==> src/rtl/rti_cfg.svh <==
// How it works
// - select divides fs by 2^14 down to 2^11
// - runs while run bit is set and low-frequency oscillator is enabled
// - tick wakes standby except in stop mode
// - run bit low stops and clears divider
// - eight-bit read-only tick accumulator, resets zero
// - accumulator increments one fs cycle after tick
// - clear ignored within one fs cycle of tick
// - writing zero to bit 3 clears accumulator
`ifndef RTI_CFG_SVH
`define RTI_CFG_SVH

// register byte addresses
`define RTI_CTRL_ADDR      32'hffff_f0a0
`define RTI_ACC_ADDR       32'hffff_f0a4

// control field positions
`define RTI_RUN_BIT        0
`define RTI_SEL_LO_BIT     1
`define RTI_SEL_HI_BIT     2
`define RTI_CLR_BIT        3
`define RTI_MSB_BIT        7

// reset values
`define RTI_CTRL_RESET     8'h00
`define RTI_ACC_RESET      8'h00

// timing: system clock and low-frequency clock rates
`define RTI_ACLK_HZ        125000000
`define RTI_FS_HZ          32768
`define RTI_FS_DIV         ((`RTI_ACLK_HZ + `RTI_FS_HZ / 2) / `RTI_FS_HZ)

// longest period is 2^14 fs cycles
`define RTI_PRESCALE_LAST  14'h3fff

// bus responses
`define RTI_RESP_OKAY      2'b00
`define RTI_RESP_SLVERR    2'b10

`endif

==> src/rtl/rti_pkg.sv <==
package rti_pkg;

  // whole state of the timer block
  typedef struct packed {
    logic        aw_full;
    logic [31:0] aw_addr;
    logic        w_full;
    logic [7:0]  w_data;
    logic        w_lane0;
    logic        aw_rdy;
    logic        w_rdy;
    logic        ar_rdy;
    logic        bvalid;
    logic [1:0]  bresp;
    logic        rvalid;
    logic [7:0]  rdata;
    logic [1:0]  rresp;
    logic        run;
    logic [1:0]  sel;
    logic        clr_bit;
    logic [11:0] fs_cnt;
    logic        fs_en;
    logic [13:0] prescale;
    logic        tick;
    logic        wake;
    logic        inc_pend;
    logic [7:0]  acc;
  } rti_state_s;

endpackage

==> src/rtl/rti_interval_timer.sv <==
// Added by the designer: the AXI4-Lite register port.
`timescale 1ns/1ps
`include "rti_cfg.svh"

module rti_interval_timer #(
  parameter int FS_DIV = `RTI_FS_DIV
) (
  input  wire logic        aclk,
  input  wire logic        aresetn,
  input  wire logic        lf_osc_en,
  input  wire logic        stop_mode,
  input  wire logic [31:0] s_axi_awaddr,
  input  wire logic        s_axi_awvalid,
  output logic             s_axi_awready,
  input  wire logic [31:0] s_axi_wdata,
  input  wire logic [3:0]  s_axi_wstrb,
  input  wire logic        s_axi_wvalid,
  output logic             s_axi_wready,
  output logic [1:0]       s_axi_bresp,
  output logic             s_axi_bvalid,
  input  wire logic        s_axi_bready,
  input  wire logic [31:0] s_axi_araddr,
  input  wire logic        s_axi_arvalid,
  output logic             s_axi_arready,
  output logic [31:0]      s_axi_rdata,
  output logic [1:0]       s_axi_rresp,
  output logic             s_axi_rvalid,
  input  wire logic        s_axi_rready,
  output logic             periodic_tick_interrupt,
  output logic             standby_wake_request,
  output logic [7:0]       interrupt_count_accumulator
);

  // divider counter is 12 bits wide
  if (FS_DIV < 2 || FS_DIV > 4096) begin : g_bad_div
    $error("FS_DIV must lie between 2 and 4096");
  end

  localparam logic [11:0] FS_LAST = 12'(FS_DIV - 1);

  // last prescaler count for the selected period
  function automatic logic [13:0] period_last(input logic [1:0] sel);
    period_last = `RTI_PRESCALE_LAST >> sel;
  endfunction

  // control register readback, reserved bits zero
  function automatic logic [7:0] ctrl_view(input rti_pkg::rti_state_s s);
    ctrl_view = {4'h0, s.clr_bit, s.sel, s.run};
  endfunction

  rti_pkg::rti_state_s st_q;
  rti_pkg::rti_state_s st_d;
  logic                wr_fire;
  logic                rd_fire;
  logic                clr_req;

  // next-state logic for bus, divider and accumulator
  always_comb begin
    st_d    = st_q;
    wr_fire = 1'b0;
    rd_fire = 1'b0;
    clr_req = 1'b0;

    // write address and data taken in either order
    if (s_axi_awvalid && st_q.aw_rdy) begin
      st_d.aw_full = 1'b1;
      st_d.aw_addr = s_axi_awaddr;
    end
    if (s_axi_wvalid && st_q.w_rdy) begin
      st_d.w_full  = 1'b1;
      st_d.w_data  = s_axi_wdata[7:0];
      st_d.w_lane0 = s_axi_wstrb[0];
    end
    if (s_axi_bvalid && s_axi_bready) begin
      st_d.bvalid = 1'b0;
    end

    // both halves present: perform the write
    if (st_q.aw_full && st_q.w_full && !st_q.bvalid) begin
      wr_fire      = 1'b1;
      st_d.aw_full = 1'b0;
      st_d.w_full  = 1'b0;
      st_d.bvalid  = 1'b1;
      st_d.bresp   = `RTI_RESP_OKAY;
      if (st_q.aw_addr == `RTI_CTRL_ADDR) begin
        if (st_q.w_lane0) begin
          st_d.run     = st_q.w_data[`RTI_RUN_BIT];
          st_d.sel     = {st_q.w_data[`RTI_SEL_HI_BIT], st_q.w_data[`RTI_SEL_LO_BIT]};
          st_d.clr_bit = st_q.w_data[`RTI_CLR_BIT];
          clr_req      = !st_q.w_data[`RTI_CLR_BIT];
        end
      end else if (st_q.aw_addr != `RTI_ACC_ADDR) begin
        st_d.bresp = `RTI_RESP_SLVERR;
      end
    end

    // read answered the cycle after the address is taken
    if (s_axi_rvalid && s_axi_rready) begin
      st_d.rvalid = 1'b0;
    end
    if (s_axi_arvalid && st_q.ar_rdy) begin
      rd_fire     = 1'b1;
      st_d.rvalid = 1'b1;
      st_d.rresp  = `RTI_RESP_OKAY;
      if (s_axi_araddr == `RTI_CTRL_ADDR) begin
        st_d.rdata = ctrl_view(st_q);
      end else if (s_axi_araddr == `RTI_ACC_ADDR) begin
        st_d.rdata = st_q.acc;
      end else begin
        st_d.rdata = 8'h00;
        st_d.rresp = `RTI_RESP_SLVERR;
      end
    end

    // fs enable derived from the system clock, only while oscillating
    st_d.fs_en = 1'b0;
    if (!lf_osc_en) begin
      st_d.fs_cnt = 12'h000;
    end else if (st_q.fs_cnt == FS_LAST) begin
      st_d.fs_cnt = 12'h000;
      st_d.fs_en  = 1'b1;
    end else begin
      st_d.fs_cnt = st_q.fs_cnt + 12'h001;
    end

    // tick lasts one fs cycle, increment lands one fs cycle later
    if (st_q.fs_en) begin
      st_d.tick = 1'b0;
      st_d.wake = 1'b0;
      if (st_q.inc_pend) begin
        st_d.inc_pend = 1'b0;
        st_d.acc      = st_q.acc + 8'h01;
      end
    end

    // prescaler toward the selected period
    if (!st_q.run) begin
      st_d.prescale = 14'h0000;
    end else if (st_q.fs_en) begin
      if (st_q.prescale >= period_last(st_q.sel)) begin
        st_d.prescale = 14'h0000;
        st_d.tick     = 1'b1;
        st_d.wake     = !stop_mode;
        st_d.inc_pend = 1'b1;
      end else begin
        st_d.prescale = st_q.prescale + 14'h0001;
      end
    end

    // clear refused while an increment is still pending
    if (clr_req && !st_q.inc_pend && !st_d.inc_pend) begin
      st_d.acc = `RTI_ACC_RESET;
    end

    // ready flags kept in flops
    st_d.aw_rdy = !st_d.aw_full && !st_d.bvalid;
    st_d.w_rdy  = !st_d.w_full && !st_d.bvalid;
    st_d.ar_rdy = !st_d.rvalid;
  end

  // register the whole state
  always_ff @(posedge aclk) begin
    if (!aresetn) begin
      st_q         <= '0;
      st_q.run     <= 1'(`RTI_CTRL_RESET >> `RTI_RUN_BIT);
      st_q.acc     <= `RTI_ACC_RESET;
      st_q.aw_rdy  <= 1'b1;
      st_q.w_rdy   <= 1'b1;
      st_q.ar_rdy  <= 1'b1;
    end else begin
      st_q <= st_d;
    end
  end

  // outputs straight from state flops
  assign s_axi_awready               = st_q.aw_rdy;
  assign s_axi_wready                = st_q.w_rdy;
  assign s_axi_bvalid                = st_q.bvalid;
  assign s_axi_bresp                 = st_q.bresp;
  assign s_axi_arready               = st_q.ar_rdy;
  assign s_axi_rvalid                = st_q.rvalid;
  assign s_axi_rresp                 = st_q.rresp;
  assign s_axi_rdata                 = {24'h00_0000, st_q.rdata};
  assign periodic_tick_interrupt     = st_q.tick;
  assign standby_wake_request        = st_q.wake;
  assign interrupt_count_accumulator = st_q.acc;

  // helper: aclk cycles the tick has stood
  logic [12:0] tick_age_q;
  always_ff @(posedge aclk) begin
    if (!aresetn || !st_q.tick) begin
      tick_age_q <= 13'h0000;
    end else if (tick_age_q != 13'h1fff) begin
      tick_age_q <= tick_age_q + 13'h0001;
    end
  end
endmodule // rti_interval_timer

==> config.mk <==
export PLATFORM = sky130hd
export DESIGN_NAME = rti_interval_timer
export DESIGN_NICKNAME = d
export VERILOG_FILES = /design/src/rtl/rti_pkg.sv /design/src/rtl/rti_interval_timer.sv
export VERILOG_INCLUDE_DIRS = /design/src /design/src/rtl
export SDC_FILE = /design/constraint.sdc
export NUM_CORES = 1
export LEC_CHECK = 0
export BUFFER_PORTS_ARGS = -buffer_cell sky130_fd_sc_hd__buf_2
export CAP_MARGIN = 30
export CORE_UTILIZATION = 45
export DETAILED_ROUTE_END_ITERATION = 8
export GPL_ROUTABILITY_DRIVEN = 0
export PLACE_DENSITY = 0.8
export SLEW_MARGIN = 40
export SYNTH_ARGS = -nofsm -noshare
export SYNTH_HDL_FRONTEND = slang
export SYNTH_SLANG_ARGS = --single-unit
==> constraint.sdc <==
create_clock -name aclk -period 5.1 [get_ports aclk]
set_input_delay 0 -clock aclk [delete_from_list [all_inputs] [get_ports aclk]]
set_output_delay 0 -clock aclk [all_outputs]
set_load 0.05 [all_outputs]
==> results.py, run 1 <==
metrics = {
    "critical_path": {
        "crit_required_ns": 5.30,
        "worst_ep_arrival_time_ns": 2.50,
        "cp-end-kind": "register",
        "cp_max_fo": 8,
        "worstSetupStartpointType": "register",
        "r2r_slack_ns": 2.80,
        "critical_path_class": "register to register",
    },
    "clocking": {
        "path_clk_slew_ns": 0.10,
        "cts_root_buf": "clkbuf_8",
        "htree_levels": 3,
        "cts.path.max_buffers": 2,
        "post_cts_buffers": 0,
        "cts_buffers": 9,
        "cts_tree": "built",
        "clk_latency_ns": 0.35,
        "clock_sinks": 96,
    },
    "synthesis": {
        "synthCells": 511,
        "synth_top_area_cell": "dfxtp_1",
        "ys_warn_count": 0,
        "synthAdderAreaFrac": 0.0205,
        "synth_top_area_frac": 0.449,
        "synth-compound-area-share": 0.0939,
        "syn_area_per_cell_sq_um": 8.37,
        "ys_types": 43,
        "synth_area_sq_um": 4280,
        "yosys.area_share.simple": 0.251,
        "ys_async_sr_fraction": 0,
        "synthMuxAreaShare": 0.0234,
        "synth.area.top_cells": "dfxtp_1 45%, nand2_1 9.7%, buf_4 7.7%",
        "ys_ff_latch": 96,
        "synth-xor-area-share": 0.0573,
        "synth_edf_count": 0,
        "synth_ff_type": "dfxtp_1",
        "synth_top_family_by_area": "simple AND/OR/NAND/NOR gates",
        "ys_seq_area_frac": 0.449,
    },
    "routing": {
        "vias": 3725,
        "drcViolationCount": 0,
        "drtIter0Drc": 138,
        "postRouteAntennaNets": 0,
        "wl_mm": 9.69,
        "firstDrtPassIters": 4,
        "vias_per_cell": 4.87,
        "wl_per_cell_microns": 12.7,
    },
    "power_and_ir_drop": {
        "p_leak_nw": 2.13,
        "power_switching_w": 0.000402,
        "worst_ir_drop_vdd_mv": 0.218,
        "power.share.combinational": 0.132,
        "p_int_w": 0.00108,
        "switching_share": 0.272,
        "clkPwrFrac": 0.331,
        "p_seq_frac": 0.537,
        "p_per_area_nw_per_um2": 279,
    },
    "timing": {
        "fin_setup_tns_ns": 0,
        "whs_ns": 0.0198,
        "hold_violations": 0,
        "max_freq_ghz": 0.435,
        "final_max_slew_viol_count": 0,
        "min_period_ns": 2.30,
        "fin_crit_sh": 0.451,
        "setup_viol": 0,
        "skew_ns": 0.0118,
        "rsz0062_at_grt": "no",
        "worst_pin_slew_ns": 0.753,
        "slew_headroom": 0.495,
    },
    "layout": {
        "drive_gt1_frac": 0.197,
        "mostFrequentLayoutCells": "110 x nand2_1, 102 x buf_2, 96 x dfxtp_1",
        "n_antenna_cell": 0,
        "fillCellCount": 798,
        "final_common_cell": "nand2_1",
        "syn2layout_area_growth_pct": 23.7,
        "finalInstanceArea_sq_um": 5290,
        "final_cells": 765,
        "fin_nets": 747,
    },
    "floorplanning": {
        "core_region_area_sq_um": 9240,
        "dieArea_sq_um": 9900,
        "die_w_microns": 99.5,
        "initial_core_util": 0.463,
        "io_pins": 160,
        "rows": 35,
        "die_h_microns": 99.5,
    },
    "place": {
        "dp_hpwl_mm": 6.38,
        "placed_cells": 705,
        "port_buffers": 102,
        "dpl_cell_area_sq_um": 4650,
    },
    "global_route": {
        "grt_max_degree": 52,
        "grt_pass1_vias": 3617,
        "grtUsageTotal": 0.202,
        "antenna_found_initial": 0,
        "grt_pass1_wl_mm": 16.2,
        "grt-ovfl-total": 0,
    },
    "job": {
        "maxCapViolations": 0,
    },
    "min_path": {
        "hold_class": "input port to register",
    },
    "status": {
        "status": "finished clean",
    },
}
-- state kept, by name, indices dropped and copies added, names as in the netlist, named ones only --
register and flops:
s_axi_wready 1, s_axi_awready 1, s_axi_rvalid 1, s_axi_arready 1, s_axi_rdata 8, s_axi_bvalid 1, st_q 71, s_axi_rresp 1
interrupt_count_accumulator 8, s_axi_bresp 1
-- metal layers --
metal  part of all wire  track usage  vias up
li1                   -            -     1895
met1               0.42        0.230     1721
met2               0.53        0.373      103
met3              0.045       0.0569        6
met4             0.0049       0.0452        0
met5                  0            0        -
-- what timing repair did --
action	in CTS	in global routing
hold buffers	44	0
endpoints found under the setup margin	0	0
resized for setup	0	0
endpoints found under the hold margin	48	0
-- power groups by stage --
stage          clock [W]  sequential, W  combinational [W]
6_report        0.000489       0.000793           0.000196
3_3_place_gp           0       0.000807           0.000162
2_1_floorplan          0       0.000818           0.000125
5_1_grt         0.000532       0.000797           0.000213
3_5_place_dp           0       0.000809           0.000166
4_1_cts         0.000502       0.000792           0.000192
-- worst max-delay path, stage by stage (launching register included) --
cell and delay [ns]:
dfxtp_1 0.32, or4b_1 0.52, or4_4 0.58, nor4b_4 0.56
a211oi_1 0.16
-- metrics by stage --
stage               total power, W  setup slack (ns)  utilization
finish                     0.00148              2.80        0.573
global route               0.00154              2.62        0.573
CTS                        0.00149              2.81        0.573
detailed placement        0.000975              2.80        0.504
global placement          0.000970              2.87        0.503
floorplan                 0.000943              3.06            -
-- Yosys cell counts, drive strengths merged (10+ instances only) --
cell    number
dfxtp       96
nand4       19
inv         10
buf         48
a211oi      11
xor2        10
nand2      111
o21ai       12
nand3       11
mux2i       10
clkbuf      15
a21oi       44
xnor2       18
nor3        18
nor2        30
-- logic make-up after synthesis --
group,Yosys count
AND/OR/NAND/NOR,223
adder cells (fa/ha/maj),7
multiplexers,10
XOR/XNOR,28
other,1
AO/OA/AOI/OAI,72
flip-flops,96
buffers and inverters,74
-- final timing paths --
path | from | end | depth (start not counted)
worst max-delay path | st_q[78] | interrupt_count_accumulator[4] | 4
worst min-delay path | aresetn | st_q[25] | 3
worst max register to register | st_q[78] | interrupt_count_accumulator[4] | 4
worst min register to register | s_axi_rdata[7] | s_axi_rdata[7] | 2
-- final cells by class --
class	instances	area, sq um	share of cell area
inverter	11	41.3	0.00780
clock inverter	6	68.8	0.0130
sequential	96	1920	0.363
timing repair buffer	147	958	0.181
multi-input combinational	366	2010	0.380
tap	129	161	0.0305
clock buffer	10	128	0.0241
No activity file was read; power rests on OpenSTA's default activity.
==> run 2, diff against run 1 <==
Settings changed: ABC_AREA from default to 1, PLACE_DENSITY 0.8 to 0.82.
Clock period 5.1 ns to 1.9 ns, I/O delays scaled along.
==> run 2 against run 1 <==
  * Largest cell class unchanged
  * Flip-flop and latch count stayed put
  * Global-route usage fell by 0.58 points
  * Synthesized area is 4.8% higher
  * Die area grew 4.7%
  * First-iteration DRC count is 15% lower
  * Largest power group unchanged
  * Clock power grew to 2.6 times the previous value
  * Count of clock-buffer cells in the layout did not move
  * Sequential power grew to 2.7 times the previous value
  * Via count rose by 11%
  * Sequential share of layout area fell by 1.3 points
==> results.py, run 2 <==
metrics = {
    "status": {
        "status": "finished clean",
    },
    "synthesis": {
        "synth_ff_type": "dfxtp_1",
        "ys_ff_latch": 96,
        "synth_area_sq_um": 4480,
        "ys_types": 33,
        "ys_warn_count": 0,
        "ys_seq_area_frac": 0.429,
        "synth.area.top_cells": "dfxtp_1 43%, nor2_1 11%, buf_4 7.5%",
        "syn_area_per_cell_sq_um": 7.31,
        "ys_async_sr_fraction": 0,
        "synthCells": 613,
        "synth_edf_count": 0,
        "synth_top_area_cell": "dfxtp_1",
        "synth_commonest_cells": "130 x nor2_1, 96 x dfxtp_1, 85 x nand2_1",
        "synth_top_area_frac": 0.429,
        "synth.most_common_cell": "nor2_1",
    },
    "layout": {
        "fin_nets": 852,
        "final_common_cell": "nor2_1",
        "syn2layout_area_growth_pct": 22.3,
        "largest_reg_flops": 71,
        "top_register": "st_q",
        "final_cells": 874,
        "mostFrequentLayoutCells": "130 x nor2_1, 102 x buf_2, 96 x dfxtp_1",
        "utilization": 0.564,
        "drive_gt1_frac": 0.196,
        "fillCellCount": 918,
        "n_antenna_cell": 0,
        "register_area_sq_um": 1920,
        "multiInputGateArea_sq_um": 2060,
    },
    "global_route": {
        "grt_pass1_vias": 3792,
        "antenna_found_initial": 0,
        "grt-ovfl-total": 0,
        "grtUsageTotal": 0.196,
        "grt_max_degree": 44,
        "grt_pass1_wl_mm": 16.0,
    },
    "power_and_ir_drop": {
        "p_leak_nw": 2.41,
        "worst_ir_drop_vdd_mv": 0.517,
        "p_per_area_nw_per_um2": 739,
    },
    "routing": {
        "drtIter0Drc": 117,
        "met2_length_mm": 4.78,
        "routed.top_layer": "met4",
        "vias": 4149,
        "wl_per_cell_microns": 11.3,
        "wl_mm": 9.89,
        "drcViolationCount": 0,
        "vias_per_cell": 4.75,
        "wl_met1_mm": 4.24,
        "postRouteAntennaNets": 0,
        "firstDrtPassIters": 4,
        "route.met3.wl_microns": 719,
    },
    "critical_path": {
        "slowest_stage": "dfxtp_1",
        "reg2reg_depth": 12,
        "critical_path_class": "register to register",
        "worstSetupStartpointType": "register",
        "crit_family": "simple AND/OR/NAND/NOR gates",
        "cp_max_fo": 11,
        "crit_buf_inv": 2,
        "worst_ep_arrival_time_ns": 1.93,
        "cp-end-kind": "register",
        "r2r_slack_ns": 0.21,
        "critPathMostFrequentCell": "nand2_1",
        "cp_slowest_stage_delay_ns": 0.35,
        "crit_required_ns": 2.14,
        "crit_cells": 12,
        "cp_cell_sequence": "inv_1 -> nand2_1 -> ha_1 -> nand2_1 -> inv_1 -> nand2_1 -> nor2_1 -> nand2_2 -> nand2_2 -> nand2_1 -> nand2_2 -> nor2_1",
    },
    "place": {
        "pre_cts_ws_ns": 0.0812,
        "placed_cells": 816,
        "port_buffers": 102,
        "dp_hpwl_mm": 6.50,
    },
    "timing": {
        "skew_ns": 0.00837,
        "min_period_ns": 1.69,
        "final_max_slew_viol_count": 0,
        "setup_viol": 0,
        "hold_violations": 0,
        "slew_headroom": 0.624,
        "max_freq_ghz": 0.591,
        "worst_pin_slew_ns": 0.563,
        "whs_ns": 0.0408,
        "setup_ws_ns": 0.207,
        "fin_setup_tns_ns": 0,
        "rsz0062_at_grt": "no",
        "fin_crit_sh": 0.891,
    },
    "floorplanning": {
        "initial_core_util": 0.461,
        "die_w_microns": 102,
        "core_region_area_sq_um": 9730,
        "io_pins": 160,
        "die_h_microns": 102,
        "rows": 36,
        "dieArea_sq_um": 10400,
    },
    "clocking": {
        "clk_latency_ns": 0.35,
        "clock_sinks": 96,
        "cts_buffers": 9,
        "path_clk_slew_ns": 0.10,
        "htree_levels": 3,
        "cts_tree": "built",
        "cts.path.max_buffers": 2,
        "cts_root_buf": "clkbuf_8",
    },
    "min_path": {
        "min_path_cells": 4,
        "hold_class": "input port to register",
    },
    "job": {
        "maxCapViolations": 0,
    },
}
[run 2: kinds of logic (layout without fill, tap and decap cells)]
kind of cell,Yosys count,count (layout),synth area share
DFF,96,96,0.429
adders and majority gates,7,7,0.0195
AOI/OAI and AO/OA,85,85,0.0966
buffers and inverters,110,213,0.135
and+or+nand+nor,301,301,0.294
other,1,26,0.000836
xor gates and xnor gates,13,13,0.0254
[run 2: tightest hold or removal path, stage by stage]
cell and delay, ns:
buf_2 0.08, nand2_1 0.13, nand2_1 0.09, a21oi_1 0.05
[run 2: report_power, final]
group	switching (W)	total (W)	leakage [nW]	internal (W)
clock	0.000738	0.00127	0.0927	0.000533
sequential	0.0000534	0.00217	0.785	0.00211
combinational	0.000400	0.000612	1.53	0.000212
total	0.00119	0.00405	2.41	0.00286
[run 2: worst paths after layout]
| kind | from | to |
|---|---|---|
| worst max-delay path | st_q[40] | st_q[18] |
| worst min-delay path | s_axi_arvalid | s_axi_rdata[7] |
| worst max register to register | st_q[40] | st_q[18] |
| worst min register to register | st_q[59] | st_q[59] |
[run 2: what timing repair did]
action                     4_1_cts  5_1_grt
hold buffers                    42        0
hold endpoints to repair        43        0
setup buffers                    0        0
setup endpoints to repair        0       11
resized for setup                0        2
[run 2: layout make-up]
class	instances	share of cell area
clock buffers	10	0.0251
well taps	133	0.0304
inverters	49	0.0340
flip-flops and latches	96	0.351
repair buffers	148	0.175
clock inverters	6	0.00936
multi-input cells	432	0.375
[run 2: routing by layer]
metal	vias to the layer above	GRT usage
li1	2147	-
met1	1826	0.219
met5	-	0
met4	0	0.0659
met2	158	0.358
met3	18	0.0554
[run 2: through the flow]
stage	instance area (sq um)	power, W
after global routing	5480	0.00426
after floorplan	4580	0.00265
after detailed placement	4870	0.00275
final	5480	0.00405
after CTS	5480	0.00409
after global placement	4870	0.00274
==> run 3, diff against run 2 <==
Settings changed: CORE_ASPECT_RATIO from default to 1.2, PLACE_DENSITY 0.82 to default, PLACE_DENSITY_LB_ADDON from default to 0.12.
==> run 3 against run 2 <==
  * Flip-flop and latch count stayed put
  * Global-route usage is 0.083 points lower
  * Largest power group unchanged
  * Highest routed layer unchanged
  * Register-to-register slack worse by 0.06 ns
  * Clock power is 43% higher
  * Critical path depth is 2 lower
==> results.py, run 3 (synthesized netlist as in run 2, its figures left out) <==
metrics = {
    "routing": {
        "firstDrtPassIters": 4,
        "vias_per_cell": 4.80,
        "vias": 4140,
        "wl_mm": 9.78,
        "wl_per_cell_microns": 11.3,
        "drtIter0Drc": 135,
        "drcViolationCount": 0,
        "postRouteAntennaNets": 0,
    },
    "critical_path": {
        "cp-endpoint": "st_q[14]",
        "worst_ep_arrival_time_ns": 2.02,
        "startpoint": "st_q[40]",
        "r2r_slack_ns": 0.14,
        "cp-end-kind": "register",
        "crit_required_ns": 2.16,
        "r2r_start": "st_q[40]",
        "reg2reg_depth": 10,
        "worstSetupStartpointType": "register",
        "cp_max_fo": 11,
        "rr_endpoint": "st_q[14]",
        "critical_path_class": "register to register",
    },
    "power_and_ir_drop": {
        "worst_ir_drop_vdd_mv": 0.480,
        "p_per_area_nw_per_um2": 819,
        "p_leak_nw": 2.45,
    },
    "place": {
        "port_buffers": 102,
        "dpl_cell_area_sq_um": 4850,
        "dp_hpwl_mm": 6.74,
    },
    "timing": {
        "max_freq_ghz": 0.570,
        "fin_crit_sh": 0.924,
        "min_period_ns": 1.76,
        "final_max_slew_viol_count": 0,
        "whs_ns": 0.0517,
        "fin_setup_tns_ns": 0,
        "worst_pin_slew_ns": 0.574,
        "skew_ns": 0.00384,
        "setup_viol": 0,
        "slew_headroom": 0.617,
        "hold_violations": 0,
    },
    "floorplanning": {
        "die_w_microns": 93.1,
        "io_pins": 160,
        "dieArea_sq_um": 10400,
        "die_h_microns": 111,
        "core_region_area_sq_um": 9610,
        "rows": 39,
        "initial_core_util": 0.466,
    },
    "layout": {
        "mostFrequentLayoutCells": "130 x nor2_1, 102 x buf_2, 96 x dfxtp_1",
        "n_antenna_cell": 0,
        "fin_nets": 851,
        "final_common_cell": "nor2_1",
        "top_register": "st_q",
        "utilization": 0.582,
        "syn2layout_area_growth_pct": 24.8,
        "drive_gt1_frac": 0.196,
        "finalInstanceArea_sq_um": 5600,
        "fillCellCount": 882,
        "largest_reg_flops": 71,
    },
    "clocking": {
        "cts_buffers": 9,
        "htree_levels": 3,
        "path_clk_slew_ns": 0.06,
        "clk_latency_ns": 0.34,
        "cts.path.max_buffers": 2,
        "cts_root_buf": "clkbuf_16",
        "clock_sinks": 96,
        "cts_tree": "built",
        "post_cts_buffers": 0,
    },
    "min_path": {
        "hold_class": "input port to register",
    },
    "global_route": {
        "antenna_found_initial": 0,
        "grtUsageTotal": 0.195,
        "grt_pass1_vias": 3982,
        "grt_pass1_wl_mm": 16.4,
        "grt-ovfl-total": 0,
        "grt_max_degree": 39,
    },
    "status": {
        "status": "finished clean",
    },
    "job": {
        "maxCapViolations": 0,
    },
}
[run 3: cell type report]
type	instances	area, sq um	share of cell area
clock buffer	13	260	0.0465
multi-input combinational	432	2080	0.372
inverter	49	186	0.0333
clock inverter	3	40.0	0.00716
timing repair buffer	147	951	0.170
tap	123	154	0.0275
sequential	96	1920	0.343
[run 3: what timing repair did]
item	in CTS	in global routing
resized for setup	0	5
setup endpoints to repair	0	13
hold endpoints to repair	41	0
hold buffers	41	0
[run 3: how the worst min path moves through the flow]
stage / from / end / slack [ns] / cells after the start
final: s_axi_arvalid / s_axi_rresp[1] / 0.05 / 4
after global routing: s_axi_arvalid / s_axi_rdata[6] / 0.09 / 4
after CTS: s_axi_arvalid / s_axi_rresp[1] / 0.04 / 4
after detailed placement: s_axi_awaddr[17] / st_q[86] / 0.26 / 3
after global placement: s_axi_awaddr[13] / st_q[82] / 0.25 / 3
after floorplan: lf_osc_en / st_q[25] / 0.12 / 2
[run 3: routing by layer]
layer  part of all wire  routed length (microns)  GRT usage
met1               0.43                     4190      0.212
met2               0.50                     4930      0.360
met3              0.048                      469     0.0369
met4              0.020                      193     0.0903
met5                  0                        0          0
[run 3: report_power, final]
group          internal, W  switching, W
clock              0.00109      0.000720
combinational     0.000210      0.000396
sequential         0.00212     0.0000518
total              0.00341       0.00117
[run 3: per-stage QoR]
step / power [W] / cells / setup WS, ns
floorplan: 0.00265 / 638 / 0.368
global placement: 0.00274 / 806 / 0.126
detailed placement: 0.00275 / 806 / 0.0727
CTS: 0.00463 / 863 / 0.0476
global route: 0.00480 / 863 / -0.0205
finish: 0.00458 / 863 / 0.145
[run 3: worst max-delay path, cell delays in order (launching register included)]
cell	delay, ns
dfxtp_1	0.38
inv_1	0.07
nand2_1	0.10
ha_4	0.21
nand2_1	0.05
inv_1	0.05
a21oi_1	0.19
nand2_2	0.13
nand2_1	0.13
nand2_2	0.16
nor3b_1	0.20
